==> src/pkg/console_pkg.sv <==
// Shared constants, types and decode helpers of the console panel logic
`default_nettype none
package console_pkg;

  // ****************************************
  // Sizes
  // ****************************************
  localparam int WORD_W   = 16;
  localparam int NUM_REGS = 5;
  localparam int ADDR_W   = 8;
  localparam int DATA_W   = 32;

  // ****************************************
  // Register map (byte addresses)
  // ****************************************
  localparam logic [7:0]  CTRL_OFS    = 8'h00;
  localparam logic [7:0]  STATUS_OFS  = 8'h04;
  localparam logic [7:0]  DISPLAY_OFS = 8'h08;
  localparam logic [31:0] CTRL_RESET  = 32'h0000_0000;

  // CTRL fields: bits 0..2 self-clearing requests, 3..4 stored
  localparam int CTRL_STEP_BIT   = 0;
  localparam int CTRL_RUN_BIT    = 1;
  localparam int CTRL_SYSRST_BIT = 2;
  localparam int CTRL_REPEAT_BIT = 3;
  localparam int CTRL_LOCK_BIT   = 4;

  // STATUS fields
  localparam int ST_OVERFLOW_LAMP_BIT   = 0;
  localparam int ST_STEP_BIT   = 1;
  localparam int ST_RUN_BIT    = 2;
  localparam int ST_BUSY_BIT   = 3;
  localparam int ST_SELOK_BIT  = 4;
  localparam int ST_LOCK_BIT   = 5;
  localparam int ST_REPEAT_BIT = 6;

  // One-hot positions of the register select switches
  localparam int SEL_X = 0;
  localparam int SEL_B = 1;
  localparam int SEL_A = 2;
  localparam int SEL_U = 3;
  localparam int SEL_P = 4;

  // ****************************************
  // Types
  // ****************************************
  typedef struct packed {
    logic [NUM_REGS-1:0] sel;
    logic [WORD_W-1:0]   data;
    logic                clear;
    logic                step;
    logic                run;
    logic                sysRst;
    logic                repeatSw;
    logic [2:0]          sense;
    logic                lock;
  } panel_t;

  typedef enum logic [1:0] {
    MODE_HALT,
    MODE_STEP_BUSY,
    MODE_RUN,
    MODE_RUN_STOPPING
  } mode_t;

  // Exactly one select switch down
  function automatic logic sel_valid(input logic [NUM_REGS-1:0] s);
    return $onehot(s);
  endfunction

endpackage
`default_nettype wire

==> src/pkg/panel_if.sv <==
// Synchronised panel switch bundle between synchroniser and control logic
`default_nettype none
interface panel_if;
  console_pkg::panel_t sw;
  modport src (output sw);
  modport dst (input  sw);
endinterface
`default_nettype wire

==> src/hdl/switch_sync.sv <==
// Two-stage synchroniser for every front panel switch
`default_nettype none
module switch_sync (
  input  wire logic                core_clk,
  input  wire logic                rstn,
  input  wire console_pkg::panel_t rawSw,
  panel_if.src                     out
);

  typedef struct packed {
    console_pkg::panel_t stage1;
    console_pkg::panel_t stage2;
  } sync_t;

  sync_t syncReg;
  sync_t syncNext;

  always_comb
  begin
    syncNext        = syncReg;
    syncNext.stage1 = rawSw;
    syncNext.stage2 = syncReg.stage1;
  end

  always_ff @(posedge core_clk)
  begin
    if (!rstn)
      syncReg <= '0;
    else
      syncReg <= syncNext;
  end

  assign out.sw = syncReg.stage2;

endmodule
`default_nettype wire

==> src/hdl/lamp_driver.sv <==
// Selected register onto the sixteen display lamps
`default_nettype none
module lamp_driver (
  input  wire logic                                     core_clk,
  input  wire logic                                     rstn,
  input  wire logic [console_pkg::NUM_REGS-1:0]         sel,
  input  wire logic [console_pkg::WORD_W-1:0]           regX,
  input  wire logic [console_pkg::WORD_W-1:0]           regB,
  input  wire logic [console_pkg::WORD_W-1:0]           regA,
  input  wire logic [console_pkg::WORD_W-1:0]           regU,
  input  wire logic [console_pkg::WORD_W-1:0]           regP,
  output logic      [console_pkg::WORD_W-1:0]           lamps
);

  typedef struct packed {
    logic [console_pkg::WORD_W-1:0] lamps;
  } lamp_t;

  lamp_t lampReg;
  lamp_t lampNext;

  // Lamp 15 is the sign bit at the left end, lamp 0 at the right
  always_comb
  begin
    lampNext = lampReg;
    if (!console_pkg::sel_valid(sel))
      lampNext.lamps = '0;
    else
    begin
      case (1'b1)
        sel[console_pkg::SEL_X]: lampNext.lamps = regX;
        sel[console_pkg::SEL_B]: lampNext.lamps = regB;
        sel[console_pkg::SEL_A]: lampNext.lamps = regA;
        sel[console_pkg::SEL_U]: lampNext.lamps = regU;
        sel[console_pkg::SEL_P]: lampNext.lamps = regP;
        default:                 lampNext.lamps = '0;
      endcase
    end
  end

  always_ff @(posedge core_clk)
  begin
    if (!rstn)
      lampReg <= '0;
    else
      lampReg <= lampNext;
  end

  assign lamps = lampReg.lamps;

endmodule
`default_nettype wire

==> src/hdl/console_panel_step_control.sv <==
// Operator console control: selection, entry, run/step/halt, repeat, sense
//
// Behaviour
// - One of five registers selected for display; several selected blanks the display.
// - Data switches set bits in the selected register only when halted in step mode.
// - Sixteen lamps show the selected register, sign bit leftmost, bit 0 rightmost.
// - Clear zeroes the selected register and does nothing in run mode.
// - Lamps for overflow flip-flop, step mode and run mode.
// - Step while halted executes the held instruction once per press.
// - Step while running finishes the current instruction then halts in step mode.
// - Run executes the held instruction then continues from the program counter.
// - System reset halts, clears processor control and initialises all peripherals.
// - Repeat step executes, advances program counter, keeps instruction register.
// - Repeat acts only when halted in step mode, never on run fetching.
// - Sense jumps and executes succeed only when their sense switch is on.
// - Normal step fetches the instruction at the program counter afterwards.
// - A step ends only when the core reports the whole instruction done or a system reset halts it.
// - The lock key disables all console controls except the select and sense switches without disturbing execution.
// - Repeated relative store writes consecutive locations as the counter advances.
// - Halted, the instruction register holds the next instruction to execute.
`default_nettype none
module console_panel_step_control (
  input  wire logic                                 core_clk,
  input  wire logic                                 rstn,
  // Front panel switches, asynchronous
  input  wire logic [console_pkg::NUM_REGS-1:0]     selSw,
  input  wire logic [console_pkg::WORD_W-1:0]       dataSw,
  input  wire logic                                 clearSw,
  input  wire logic                                 stepSw,
  input  wire logic                                 runSw,
  input  wire logic                                 sysResetSw,
  input  wire logic                                 repeatSw,
  input  wire logic [2:0]                           senseSw,
  input  wire logic                                 lockKey,
  // Processor core, same clock
  input  wire logic [console_pkg::WORD_W-1:0]       regX,
  input  wire logic [console_pkg::WORD_W-1:0]       regB,
  input  wire logic [console_pkg::WORD_W-1:0]       regA,
  input  wire logic [console_pkg::WORD_W-1:0]       regU,
  input  wire logic [console_pkg::WORD_W-1:0]       regP,
  input  wire logic                                 overflowFf,
  input  wire logic                                 instrDone,
  input  wire logic [1:0]                           senseQuery,
  output logic                                      coreExec,
  output logic                                      coreRun,
  output logic                                      coreFetchInhibit,
  output logic                                      coreSysReset,
  output logic                                      periphReset,
  output logic                                      regWrEn,
  output logic      [console_pkg::NUM_REGS-1:0]     regWrSel,
  output logic      [console_pkg::WORD_W-1:0]       regWrData,
  output logic                                      senseTrue,
  // Lamps
  output logic      [console_pkg::WORD_W-1:0]       displayLamps,
  output logic                                      overflowLamp,
  output logic                                      stepLamp,
  output logic                                      runLamp,
  // APB slave
  input  wire logic                                 psel,
  input  wire logic                                 penable,
  input  wire logic                                 pwrite,
  input  wire logic [console_pkg::ADDR_W-1:0]       paddr,
  input  wire logic [console_pkg::DATA_W-1:0]       pwdata,
  input  wire logic [3:0]                           pstrb,
  output logic      [console_pkg::DATA_W-1:0]       prdata,
  output logic                                      pready,
  output logic                                      pslverr
);

  // ****************************************
  // Switch synchroniser and lamp driver
  // ****************************************
  panel_if             panel ();
  console_pkg::panel_t rawSw;

  assign rawSw = '{sel:      selSw,
                   data:     dataSw,
                   clear:    clearSw,
                   step:     stepSw,
                   run:      runSw,
                   sysRst:   sysResetSw,
                   repeatSw: repeatSw,
                   sense:    senseSw,
                   lock:     lockKey};

  switch_sync u_sync (
    .core_clk (core_clk),
    .rstn     (rstn),
    .rawSw    (rawSw),
    .out      (panel.src)
  );

  lamp_driver u_lamps (
    .core_clk (core_clk),
    .rstn     (rstn),
    .sel      (panel.sw.sel),
    .regX     (regX),
    .regB     (regB),
    .regA     (regA),
    .regU     (regU),
    .regP     (regP),
    .lamps    (displayLamps)
  );

  // ****************************************
  // State
  // ****************************************
  typedef struct packed {
    console_pkg::mode_t             mode;
    console_pkg::panel_t            prev;
    logic                           repeatSoft;
    logic                           lockSoft;
    logic                           softStep;
    logic                           softRun;
    logic                           softSys;
    logic                           stopWait;
    logic                           coreExec;
    logic                           coreRun;
    logic                           coreFetchInhibit;
    logic                           coreSysReset;
    logic                           periphReset;
    logic                           regWrEn;
    logic [console_pkg::NUM_REGS-1:0] regWrSel;
    logic [console_pkg::WORD_W-1:0] regWrData;
    logic                           senseTrue;
    logic                           overflowLamp;
    logic                           stepLamp;
    logic                           runLamp;
    logic [console_pkg::DATA_W-1:0] prdata;
    logic                           pready;
    logic                           pslverr;
  } state_t;

  state_t stateReg;
  state_t stateNext;

  console_pkg::panel_t            sw;
  logic                           panelOn;
  logic                           repeatOn;
  logic                           stepReq;
  logic                           runReq;
  logic                           sysReq;
  logic                           clearEdge;
  logic [console_pkg::WORD_W-1:0] dataEdge;
  logic                           apbWrite;

  assign sw = panel.sw;

  always_comb
  begin
    stateNext = stateReg;
    stateNext.prev         = sw;
    stateNext.softStep     = 1'b0;
    stateNext.softRun      = 1'b0;
    stateNext.softSys      = 1'b0;
    stateNext.stopWait     = 1'b0;
    stateNext.coreExec     = 1'b0;
    stateNext.coreSysReset = 1'b0;
    stateNext.periphReset  = 1'b0;
    stateNext.regWrEn      = 1'b0;

    // ****************************************
    // Panel events
    // ****************************************
    panelOn   = !(sw.lock || stateReg.lockSoft);
    repeatOn  = (panelOn && sw.repeatSw) || stateReg.repeatSoft;
    stepReq   = (panelOn && sw.step && !stateReg.prev.step) || stateReg.softStep;
    runReq    = (panelOn && sw.run && !stateReg.prev.run) || stateReg.softRun;
    sysReq    = (panelOn && sw.sysRst && !stateReg.prev.sysRst) || stateReg.softSys;
    clearEdge = panelOn && sw.clear && !stateReg.prev.clear;
    dataEdge  = panelOn ? (sw.data & ~stateReg.prev.data) : '0;

    // ****************************************
    // Run / step / halt sequencing
    // ****************************************
    if (sysReq)
    begin
      stateNext.mode             = console_pkg::MODE_HALT;
      stateNext.coreRun          = 1'b0;
      stateNext.coreFetchInhibit = 1'b0;
      stateNext.coreSysReset     = 1'b1;
      stateNext.periphReset      = 1'b1;
    end
    else
    begin
      case (stateReg.mode)
        console_pkg::MODE_HALT:
        begin
          if (runReq)
          begin
            stateNext.coreExec         = 1'b1;
            stateNext.coreRun          = 1'b1;
            stateNext.coreFetchInhibit = 1'b0;
            stateNext.mode             = console_pkg::MODE_RUN;
          end
          else if (stepReq)
          begin
            stateNext.coreExec         = 1'b1;
            stateNext.coreFetchInhibit = repeatOn;
            stateNext.mode             = console_pkg::MODE_STEP_BUSY;
          end
        end
        console_pkg::MODE_STEP_BUSY:
        begin
          if (instrDone)
          begin
            stateNext.coreFetchInhibit = 1'b0;
            stateNext.mode             = console_pkg::MODE_HALT;
          end
        end
        console_pkg::MODE_RUN:
        begin
          if (stepReq)
          begin
            stateNext.coreRun  = 1'b0;
            stateNext.stopWait = 1'b1;
            stateNext.mode     = console_pkg::MODE_RUN_STOPPING;
          end
        end
        console_pkg::MODE_RUN_STOPPING:
        begin
          // A done in the first cycle here, while stopWait is set, ended an instruction that saw run still up
          if (instrDone && !stateReg.stopWait)
            stateNext.mode = console_pkg::MODE_HALT;
        end
        default:
        begin
          stateNext.mode    = console_pkg::MODE_HALT;
          stateNext.coreRun = 1'b0;
        end
      endcase
    end

    // ****************************************
    // Manual entry and clear of the selected register
    // ****************************************
    if (!sysReq && stateReg.mode == console_pkg::MODE_HALT
        && stateNext.mode == console_pkg::MODE_HALT
        && console_pkg::sel_valid(sw.sel))
    begin
      if (clearEdge)
      begin
        stateNext.regWrEn   = 1'b1;
        stateNext.regWrSel  = sw.sel;
        stateNext.regWrData = '0;
      end
      else if (|dataEdge)
      begin
        stateNext.regWrEn   = 1'b1;
        stateNext.regWrSel  = sw.sel;
        stateNext.regWrData = displayLamps | dataEdge;
      end
    end

    // ****************************************
    // Sense switch conditioning and status lamps
    // ****************************************
    case (senseQuery)
      2'h1:    stateNext.senseTrue = sw.sense[0];
      2'h2:    stateNext.senseTrue = sw.sense[1];
      2'h3:    stateNext.senseTrue = sw.sense[2];
      default: stateNext.senseTrue = 1'b0;
    endcase

    stateNext.overflowLamp = overflowFf;
    stateNext.stepLamp     = (stateNext.mode == console_pkg::MODE_HALT)
                          || (stateNext.mode == console_pkg::MODE_STEP_BUSY);
    stateNext.runLamp      = (stateNext.mode == console_pkg::MODE_RUN)
                          || (stateNext.mode == console_pkg::MODE_RUN_STOPPING);

    // ****************************************
    // APB slave: answer prepared in setup, one access cycle
    // ****************************************
    apbWrite = psel && penable && stateReg.pready && pwrite && !stateReg.pslverr;
    if (apbWrite && pstrb[0] && paddr == console_pkg::CTRL_OFS)
    begin
      stateNext.softStep   = pwdata[console_pkg::CTRL_STEP_BIT];
      stateNext.softRun    = pwdata[console_pkg::CTRL_RUN_BIT];
      stateNext.softSys    = pwdata[console_pkg::CTRL_SYSRST_BIT];
      stateNext.repeatSoft = pwdata[console_pkg::CTRL_REPEAT_BIT];
      stateNext.lockSoft   = pwdata[console_pkg::CTRL_LOCK_BIT];
    end

    if (psel && !penable)
    begin
      stateNext.pready  = 1'b1;
      stateNext.pslverr = 1'b0;
      stateNext.prdata  = '0;
      case (paddr)
        console_pkg::CTRL_OFS:
        begin
          stateNext.prdata[console_pkg::CTRL_REPEAT_BIT] = stateReg.repeatSoft;
          stateNext.prdata[console_pkg::CTRL_LOCK_BIT]   = stateReg.lockSoft;
        end
        console_pkg::STATUS_OFS:
        begin
          stateNext.prdata[console_pkg::ST_OVERFLOW_LAMP_BIT]   = stateReg.overflowLamp;
          stateNext.prdata[console_pkg::ST_STEP_BIT]   = stateReg.stepLamp;
          stateNext.prdata[console_pkg::ST_RUN_BIT]    = stateReg.runLamp;
          stateNext.prdata[console_pkg::ST_BUSY_BIT]   =
            stateReg.mode != console_pkg::MODE_HALT;
          stateNext.prdata[console_pkg::ST_SELOK_BIT]  = console_pkg::sel_valid(sw.sel);
          stateNext.prdata[console_pkg::ST_LOCK_BIT]   = !panelOn;
          stateNext.prdata[console_pkg::ST_REPEAT_BIT] = repeatOn;
        end
        console_pkg::DISPLAY_OFS:
          stateNext.prdata[console_pkg::WORD_W-1:0] = displayLamps;
        default:
          stateNext.pslverr = 1'b1;
      endcase
    end
    else
    begin
      stateNext.pready  = 1'b0;
      stateNext.pslverr = 1'b0;
    end
  end

  always_ff @(posedge core_clk)
  begin
    if (!rstn)
      stateReg <= '0;
    else
      stateReg <= stateNext;
  end

  // ****************************************
  // Outputs
  // ****************************************
  assign coreExec         = stateReg.coreExec;
  assign coreRun          = stateReg.coreRun;
  assign coreFetchInhibit = stateReg.coreFetchInhibit;
  assign coreSysReset     = stateReg.coreSysReset;
  assign periphReset      = stateReg.periphReset;
  assign regWrEn          = stateReg.regWrEn;
  assign regWrSel         = stateReg.regWrSel;
  assign regWrData        = stateReg.regWrData;
  assign senseTrue        = stateReg.senseTrue;
  assign overflowLamp     = stateReg.overflowLamp;
  assign stepLamp         = stateReg.stepLamp;
  assign runLamp          = stateReg.runLamp;
  assign prdata           = stateReg.prdata;
  assign pready           = stateReg.pready;
  assign pslverr          = stateReg.pslverr;

endmodule
`default_nettype wire

==> config.mk <==
export PLATFORM = sky130hd
export DESIGN_NAME = console_panel_step_control
export DESIGN_NICKNAME = d
export VERILOG_FILES = /design/src/pkg/console_pkg.sv /design/src/pkg/panel_if.sv /design/src/hdl/switch_sync.sv /design/src/hdl/lamp_driver.sv /design/src/hdl/console_panel_step_control.sv
export SDC_FILE = /design/constraint.sdc
export NUM_CORES = 1
export LEC_CHECK = 0
export CAP_MARGIN = 20
export CORE_MARGIN = 2
export CORE_UTILIZATION = 58
export DETAILED_ROUTE_END_ITERATION = 16
export DONT_BUFFER_PORTS = 1
export PLACE_DENSITY = 0.74
export SKIP_LAST_GASP = 1
export SLEW_MARGIN = 30
export SYNTH_ARGS = -nofsm -noshare
export SYNTH_HDL_FRONTEND = slang
export SYNTH_SLANG_ARGS = --single-unit
==> constraint.sdc <==
create_clock -name core_clk -period 7.8 [get_ports core_clk]
set_input_delay 0.78 -clock core_clk [delete_from_list [all_inputs] [get_ports core_clk]]
set_output_delay 0.78 -clock core_clk [all_outputs]
set_load 0.05 [all_outputs]
==> impl_metrics.py, run 1 <==
metrics = {
    "status": {
        "status": "finished clean",
    },
    "sta": {
        "fin_tns_setup_ns": 0,
        "rsz0062_at_grt": "false",
        "setup_viol": 0,
        "drv_slew": 0,
        "worst_slew_pin_slew_ns": 0.941,
        "clock_skew_ns": 0.00945,
        "relSlewSlack": 0.372,
        "max_clock_freq_ghz": 0.198,
        "hold_ws_ns": 0.383,
        "hold_violations": 0,
        "fin_crit_sh": 0.648,
        "finalCriticalPeriod_ns": 5.06,
    },
    "routing": {
        "drt_iter0_drc": 274,
        "via_per_inst": 5.75,
        "final_antenna_net_count": 0,
        "routed_wl_mm": 13.5,
        "wl_per_cell_um": 18.2,
        "vias": 4275,
        "drt_pass1_iterations": 5,
        "drc_errors": 0,
    },
    "layout": {
        "layout_common_cells": "dfxtp_1, and2_1, nor2_1, nor3_1, nor2b_1",
        "fill_cells": 847,
        "diodes": 0,
        "syn2layout_area_growth_pct": 4.66,
        "fin_nets": 762,
        "final_common_cell": "dfxtp_1",
        "regArea_um2": 3050,
        "drive_above_1_share": 0.0724,
        "multi_input_area_um2": 2490,
    },
    "power_and_ir_drop": {
        "pwr-share-clk": 0.457,
        "p_int_mw": 1.34,
        "p_sw_frac": 0.257,
        "seq_power_share": 0.480,
        "leakage_nw": 2.55,
        "p_per_area_nw_per_um2": 285,
        "combPwrFrac": 0.063,
        "vdd_drop_max_v": 0.000159,
        "power_switching_uw": 466,
    },
    "logic_synthesis": {
        "synth-edff-count": 0,
        "synth_cell_types": 49,
        "yosysTopAreaCellShare": 0.501,
        "ys_ff_latch": 152,
        "yosys-top-cells-area": "dfxtp_1, and2_1, buf_4",
        "async_flop_share": 0,
        "netlist_area_um2": 6070,
        "netlist_instances": 654,
        "synth.avg_cell_area_um2": 9.29,
        "yosysSeqAreaShare": 0.501,
        "synth_top_cell_by_area": "dfxtp_1",
        "yosys_warnings": 0,
        "synth_top_flop_cell": "dfxtp_1",
    },
    "critical_path": {
        "timing.rr.start": "u_sync.out.sw[25]",
        "crit_path_end_kind": "flip-flop",
        "cp.required_ns": 8.17,
        "r2r_slack_ns": 2.74,
        "cp_data_arrival_time_ns": 5.43,
        "r2r.worst_path.cells": 10,
        "setup.worst_path.start_class": "flip-flop",
        "critPathMaxFanout": 22,
        "r2r_end": "regWrData[15]",
        "path_class": "reg -> reg",
    },
    "cts": {
        "clock-sinks": 152,
        "cts_buffer_depth": 2,
        "clk_pin_slew_ns": 0.07,
        "cts_resized": 0,
        "cts_tree": "yes",
        "postCtsHoldBufs": 0,
        "h-tree-depth": 4,
        "numCtsBuffers": 17,
        "root_buffer": "clkbuf_8",
        "insertion_delay_ns": 0.52,
        "post_cts_buffers": 0,
    },
    "floorplanning": {
        "io_pins": 244,
        "rows": 37,
        "dieWidth_um": 106,
        "start_util": 0.594,
        "core-area_um2": 10200,
        "fp.dieH_um": 106,
        "die_area_um2": 11300,
    },
    "grt": {
        "antenna_found_initial": 0,
        "grt_max_degree": 114,
        "grt_pass1_vias": 3942,
        "grt_overflow": 0,
        "track_usage": 0.236,
        "grt_pass1_wl_mm": 20.6,
    },
    "placement": {
        "dp_hpwl_mm": 9.90,
        "gp_congestion": 0.842,
        "io_buffers": 0,
    },
    "min_path": {
        "hold_depth": 1,
        "min_from": "pwdata[0]",
        "min_to": "stateReg[68]",
        "hp-class": "in -> reg",
    },
    "run": {
        "maxCapViolCount": 0,
    },
}
## synthesized netlist by cell type (2+ instances only)
cell type and instances:
dfxtp_1 152, a211oi_1 15, nor4b_1 2, inv_1 7, nor3_1 38, nand2b_1 3
nor2b_1 35, and4_1 2, nand3_1 16, o21ai_0 19, a21oi_1 13, a221oi_1 15
ha_1 2, and3_1 2, nor2_1 48, nor4_1 5, clkbuf_1 37, fa_1 2
o22ai_1 2, a22oi_1 15, buf_4 56, nand2_1 33, mux2i_1 9, a21o_1 16
and2_1 86
## worst max path at each step
| stage | to | startpoint | slack [ns] | cells after the start |
|---|---|---|---|---|
| floorplan | regWrSel[1] | u_sync.out.sw[25] | 4.10 | 14 |
| global placement | regWrData[9] | u_sync.out.sw[25] | 2.92 | 10 |
| detailed placement | regWrData[0] | u_sync.out.sw[25] | 2.77 | 10 |
| CTS | regWrData[15] | u_sync.out.sw[25] | 2.72 | 10 |
| global route | regWrData[0] | u_sync.out.sw[25] | 2.37 | 10 |
| finish | regWrData[15] | u_sync.out.sw[25] | 2.74 | 10 |
## area by class of cell
cell class,instances,area share
Multi-Input combinational cell,414,0.392
Sequential cell,152,0.479
Clock inverter,15,0.0297
Tap cell,136,0.0268
Clock buffer,17,0.0652
Timing Repair Buffer,2,0.00236
Inverter,8,0.00472
## cells by family after synthesis
| kind of cell | count (synthesis) | share of synthesized area |
|---|---|---|
| other | 1 | 0.000617 |
| adders and majority gates | 4 | 0.0107 |
| buffers and inverters | 103 | 0.0995 |
| AOI/OAI and AO/OA | 106 | 0.123 |
| DFF | 152 | 0.501 |
| and+or+nand+nor | 278 | 0.248 |
| muxes | 10 | 0.0167 |
## critical path, cell delays in order, from the launching register on
cell and delay (ns):
dfxtp_1 0.77, clkinv_1 0.69, fa_1 0.72, inv_1 0.04, ha_1 0.18, fa_1 0.45
or3b_4 0.44, nor4b_2 0.20, and4_1 0.58, a21boi_4 0.62, o21ai_0 0.20
## power groups by stage
stage,clock network (mW),logic [mW],registers (mW)
floorplan,0,0.134,0.859
global placement,0,0.110,0.885
detailed placement,0,0.114,0.886
CTS,0.840,0.114,0.869
global route,0.875,0.126,0.872
finish,0.827,0.115,0.869
## through the flow
stage           util  std cells  power, mW  setup WS [ns]  area, µm²
2_1_floorplan      -        669      0.993           4.10       6130
3_3_place_gp   0.561        712      0.994           2.92       5740
3_5_place_dp   0.562        712      0.999           2.77       5750
5_1_grt        0.621        744       1.87           2.37       6360
6_report       0.621        744       1.81           2.74       6360
4_1_cts        0.621        744       1.82           2.72       6350
## flip-flops by register name, indices dropped and copies added (netlist names)
register,count
coreRun,1
regWrData,16
stepLamp,1
u_sync.out.sw,30
coreFetchInhibit,1
regWrEn,1
u_lamps.lamps,16
u_sync.syncNext,30
runLamp,1
coreSysReset,1
stateReg,28
overflowLamp,1
pready,1
senseTrue,1
pslverr,1
prdata,16
coreExec,1
regWrSel,5
## per-layer routing
metal | global-route usage | vias up | share of wire
li1 | - | 2027 | -
met1 | 0.309 | 1990 | 0.42
met2 | 0.363 | 238 | 0.46
met3 | 0.0852 | 20 | 0.11
met4 | 0.0761 | 0 | 0.010
met5 | 0 | - | 0
(Power assumes the default switching activity.)
==> run 2, diff against run 1 <==
==> constraint.sdc (replaced) <==
create_clock -name core_clk -period 4.9 [get_ports core_clk]
set_input_delay 0.49 -clock core_clk [delete_from_list [all_inputs] [get_ports core_clk]]
set_output_delay 0.49 -clock core_clk [all_outputs]
set_load 0.05 [all_outputs]
==> run 2 against run 1 <==
- non-clock buffer count increased by 5
- clock-buffer cell count increased by 4
- clock skew decreased by 0.00074 ns
- sequential power increased by 58%
- worst setup slack got worse by 1.9 ns
- critical endpoint is now regWrData[2]
- largest cell class unchanged
- largest power group unchanged
- highest routed layer unchanged
==> impl_metrics.py, run 2 (synthesis results as in run 1) <==
metrics = {
    "layout": {
        "fin_cells": 749,
        "drive_above_1_share": 0.0734,
        "layout_common_cells": "dfxtp_1, and2_1, nor2_1, nor3_1, nor2b_1",
        "fin_nets": 767,
        "final_common_cell": "dfxtp_1",
        "diodes": 0,
        "syn2layout_area_growth_pct": 5.13,
    },
    "placement": {
        "dp_hpwl_mm": 9.83,
        "io_buffers": 0,
        "gp_congestion": 0.846,
        "dpl.cell_count": 717,
    },
    "power_and_ir_drop": {
        "p_int_mw": 2.16,
        "p_sw_frac": 0.244,
        "leakage_nw": 2.56,
        "combPwrFrac": 0.068,
        "p_per_area_nw_per_um2": 447,
        "seq_power_share": 0.481,
        "power_switching_uw": 698,
        "pwr-share-clk": 0.451,
        "vdd_drop_max_v": 0.000214,
    },
    "cts": {
        "cts_resized": 0,
        "post_cts_buffers": 0,
        "postCtsHoldBufs": 0,
        "insertion_delay_ns": 0.51,
        "cts_tree": "yes",
        "root_buffer": "clkbuf_8",
        "clk_pin_slew_ns": 0.06,
        "cts_buffer_depth": 2,
        "numCtsBuffers": 17,
        "h-tree-depth": 4,
        "clock-sinks": 152,
    },
    "sta": {
        "max_clock_freq_ghz": 0.247,
        "fin_tns_setup_ns": 0,
        "drv_slew": 0,
        "setup_viol": 0,
        "clock_skew_ns": 0.00871,
        "worst_slew_pin_slew_ns": 0.942,
        "finalCriticalPeriod_ns": 4.05,
        "rsz0062_at_grt": "false",
        "hold_violations": 0,
        "fin_crit_sh": 0.826,
        "relSlewSlack": 0.371,
    },
    "floorplanning": {
        "start_util": 0.594,
        "die_area_um2": 11300,
        "rows": 37,
        "core-area_um2": 10200,
        "io_pins": 244,
        "dieWidth_um": 106,
        "fp.dieH_um": 106,
    },
    "routing": {
        "drt_iter0_drc": 382,
        "routed_wl_mm": 13.4,
        "final_antenna_net_count": 0,
        "wl_per_cell_um": 17.9,
        "drc_errors": 0,
        "vias": 4248,
        "via_per_inst": 5.67,
        "drt_pass1_iterations": 5,
    },
    "critical_path": {
        "cp_data_arrival_time_ns": 4.40,
        "crit_path_end_kind": "flip-flop",
        "critPathMaxFanout": 22,
        "timing.rr.start": "u_sync.out.sw[28]",
        "critPathLaunch": "u_sync.out.sw[28]",
        "cp.required_ns": 5.25,
        "setup.worst_path.start_class": "flip-flop",
        "path_class": "reg -> reg",
    },
    "run": {
        "maxCapViolCount": 0,
    },
    "grt": {
        "grt_pass1_vias": 4005,
        "grt_overflow": 0,
        "track_usage": 0.234,
        "grt_pass1_wl_mm": 20.6,
        "grt_max_degree": 114,
        "antenna_found_initial": 0,
    },
    "min_path": {
        "min_from": "pwdata[1]",
        "hp-class": "in -> reg",
    },
    "status": {
        "status": "finished clean",
    },
}
-- run 2: cell count changes in the layout (fill, tap and decap cells not counted), sizes merged --
cell,previous run,this run
clkinvlp,1,4
inv,13,7
clkbuf,17,21
clkinv,6,5
buf,2,7
-- run 2: path summary, 6_finish.rpt --
check,endpoint,cells past startpoint,slack (ns)
min reg2reg,u_sync.out.sw[6],1,0.43
max,regWrData[2],11,0.85
max reg2reg,regWrData[2],11,0.85
min,stateReg[67],1,0.10
-- run 2: area by class of cell --
type                    instances  area, µm²
clock buffers                  21        449
clock inverters                11        148
fillers                       869       3850
inverters                       8       30.0
multi-input cells             414       2490
flip-flops and latches        152       3040
well taps                     136        170
repair buffers                  7       52.6
-- run 2: stage by stage --
| step | power, mW | setup slack (ns) | util | area (µm²) | hold WS, ns |
|---|---|---|---|---|---|
| 6_report | 2.85 | 0.852 | 0.624 | 6380 | 0.101 |
| 3_3_place_gp | 1.59 | 1.08 | 0.565 | 5780 | 0.416 |
| 5_1_grt | 2.95 | 0.627 | 0.624 | 6380 | 0.0854 |
| 2_1_floorplan | 1.58 | 1.20 | - | 6130 | 0.412 |
| 3_5_place_dp | 1.59 | 0.881 | 0.565 | 5790 | 0.417 |
| 4_1_cts | 2.87 | 0.880 | 0.624 | 6380 | 0.0838 |
-- run 2: metal layers --
| metal | vias to the layer above | track usage | part of all wire |
|---|---|---|---|
| met5 | - | 0 | 0 |
| met4 | 0 | 0.0705 | 0.0069 |
| met3 | 11 | 0.0920 | 0.094 |
| met2 | 174 | 0.362 | 0.46 |
| met1 | 2013 | 0.303 | 0.44 |
| li1 | 2050 | - | - |
-- run 2: critical path, stage by stage, from the launching register on --
cell      delay, ns
dfxtp_1        0.33
ha_1           0.27
inv_1          0.04
fa_1           0.47
inv_1          0.04
ha_1           0.18
fa_1           0.43
or3b_4         0.45
nor4b_2        0.22
and4_1         0.60
a21boi_4       0.61
o21ai_0        0.23
-- run 2: power by group through the flow --
stage	clock network [mW]	registers [mW]	logic [mW]
final	1.29	1.37	0.194
after global routing	1.36	1.38	0.213
after CTS	1.30	1.37	0.193
after detailed placement	0	1.40	0.193
after global placement	0	1.40	0.185
after floorplan	0	1.37	0.214
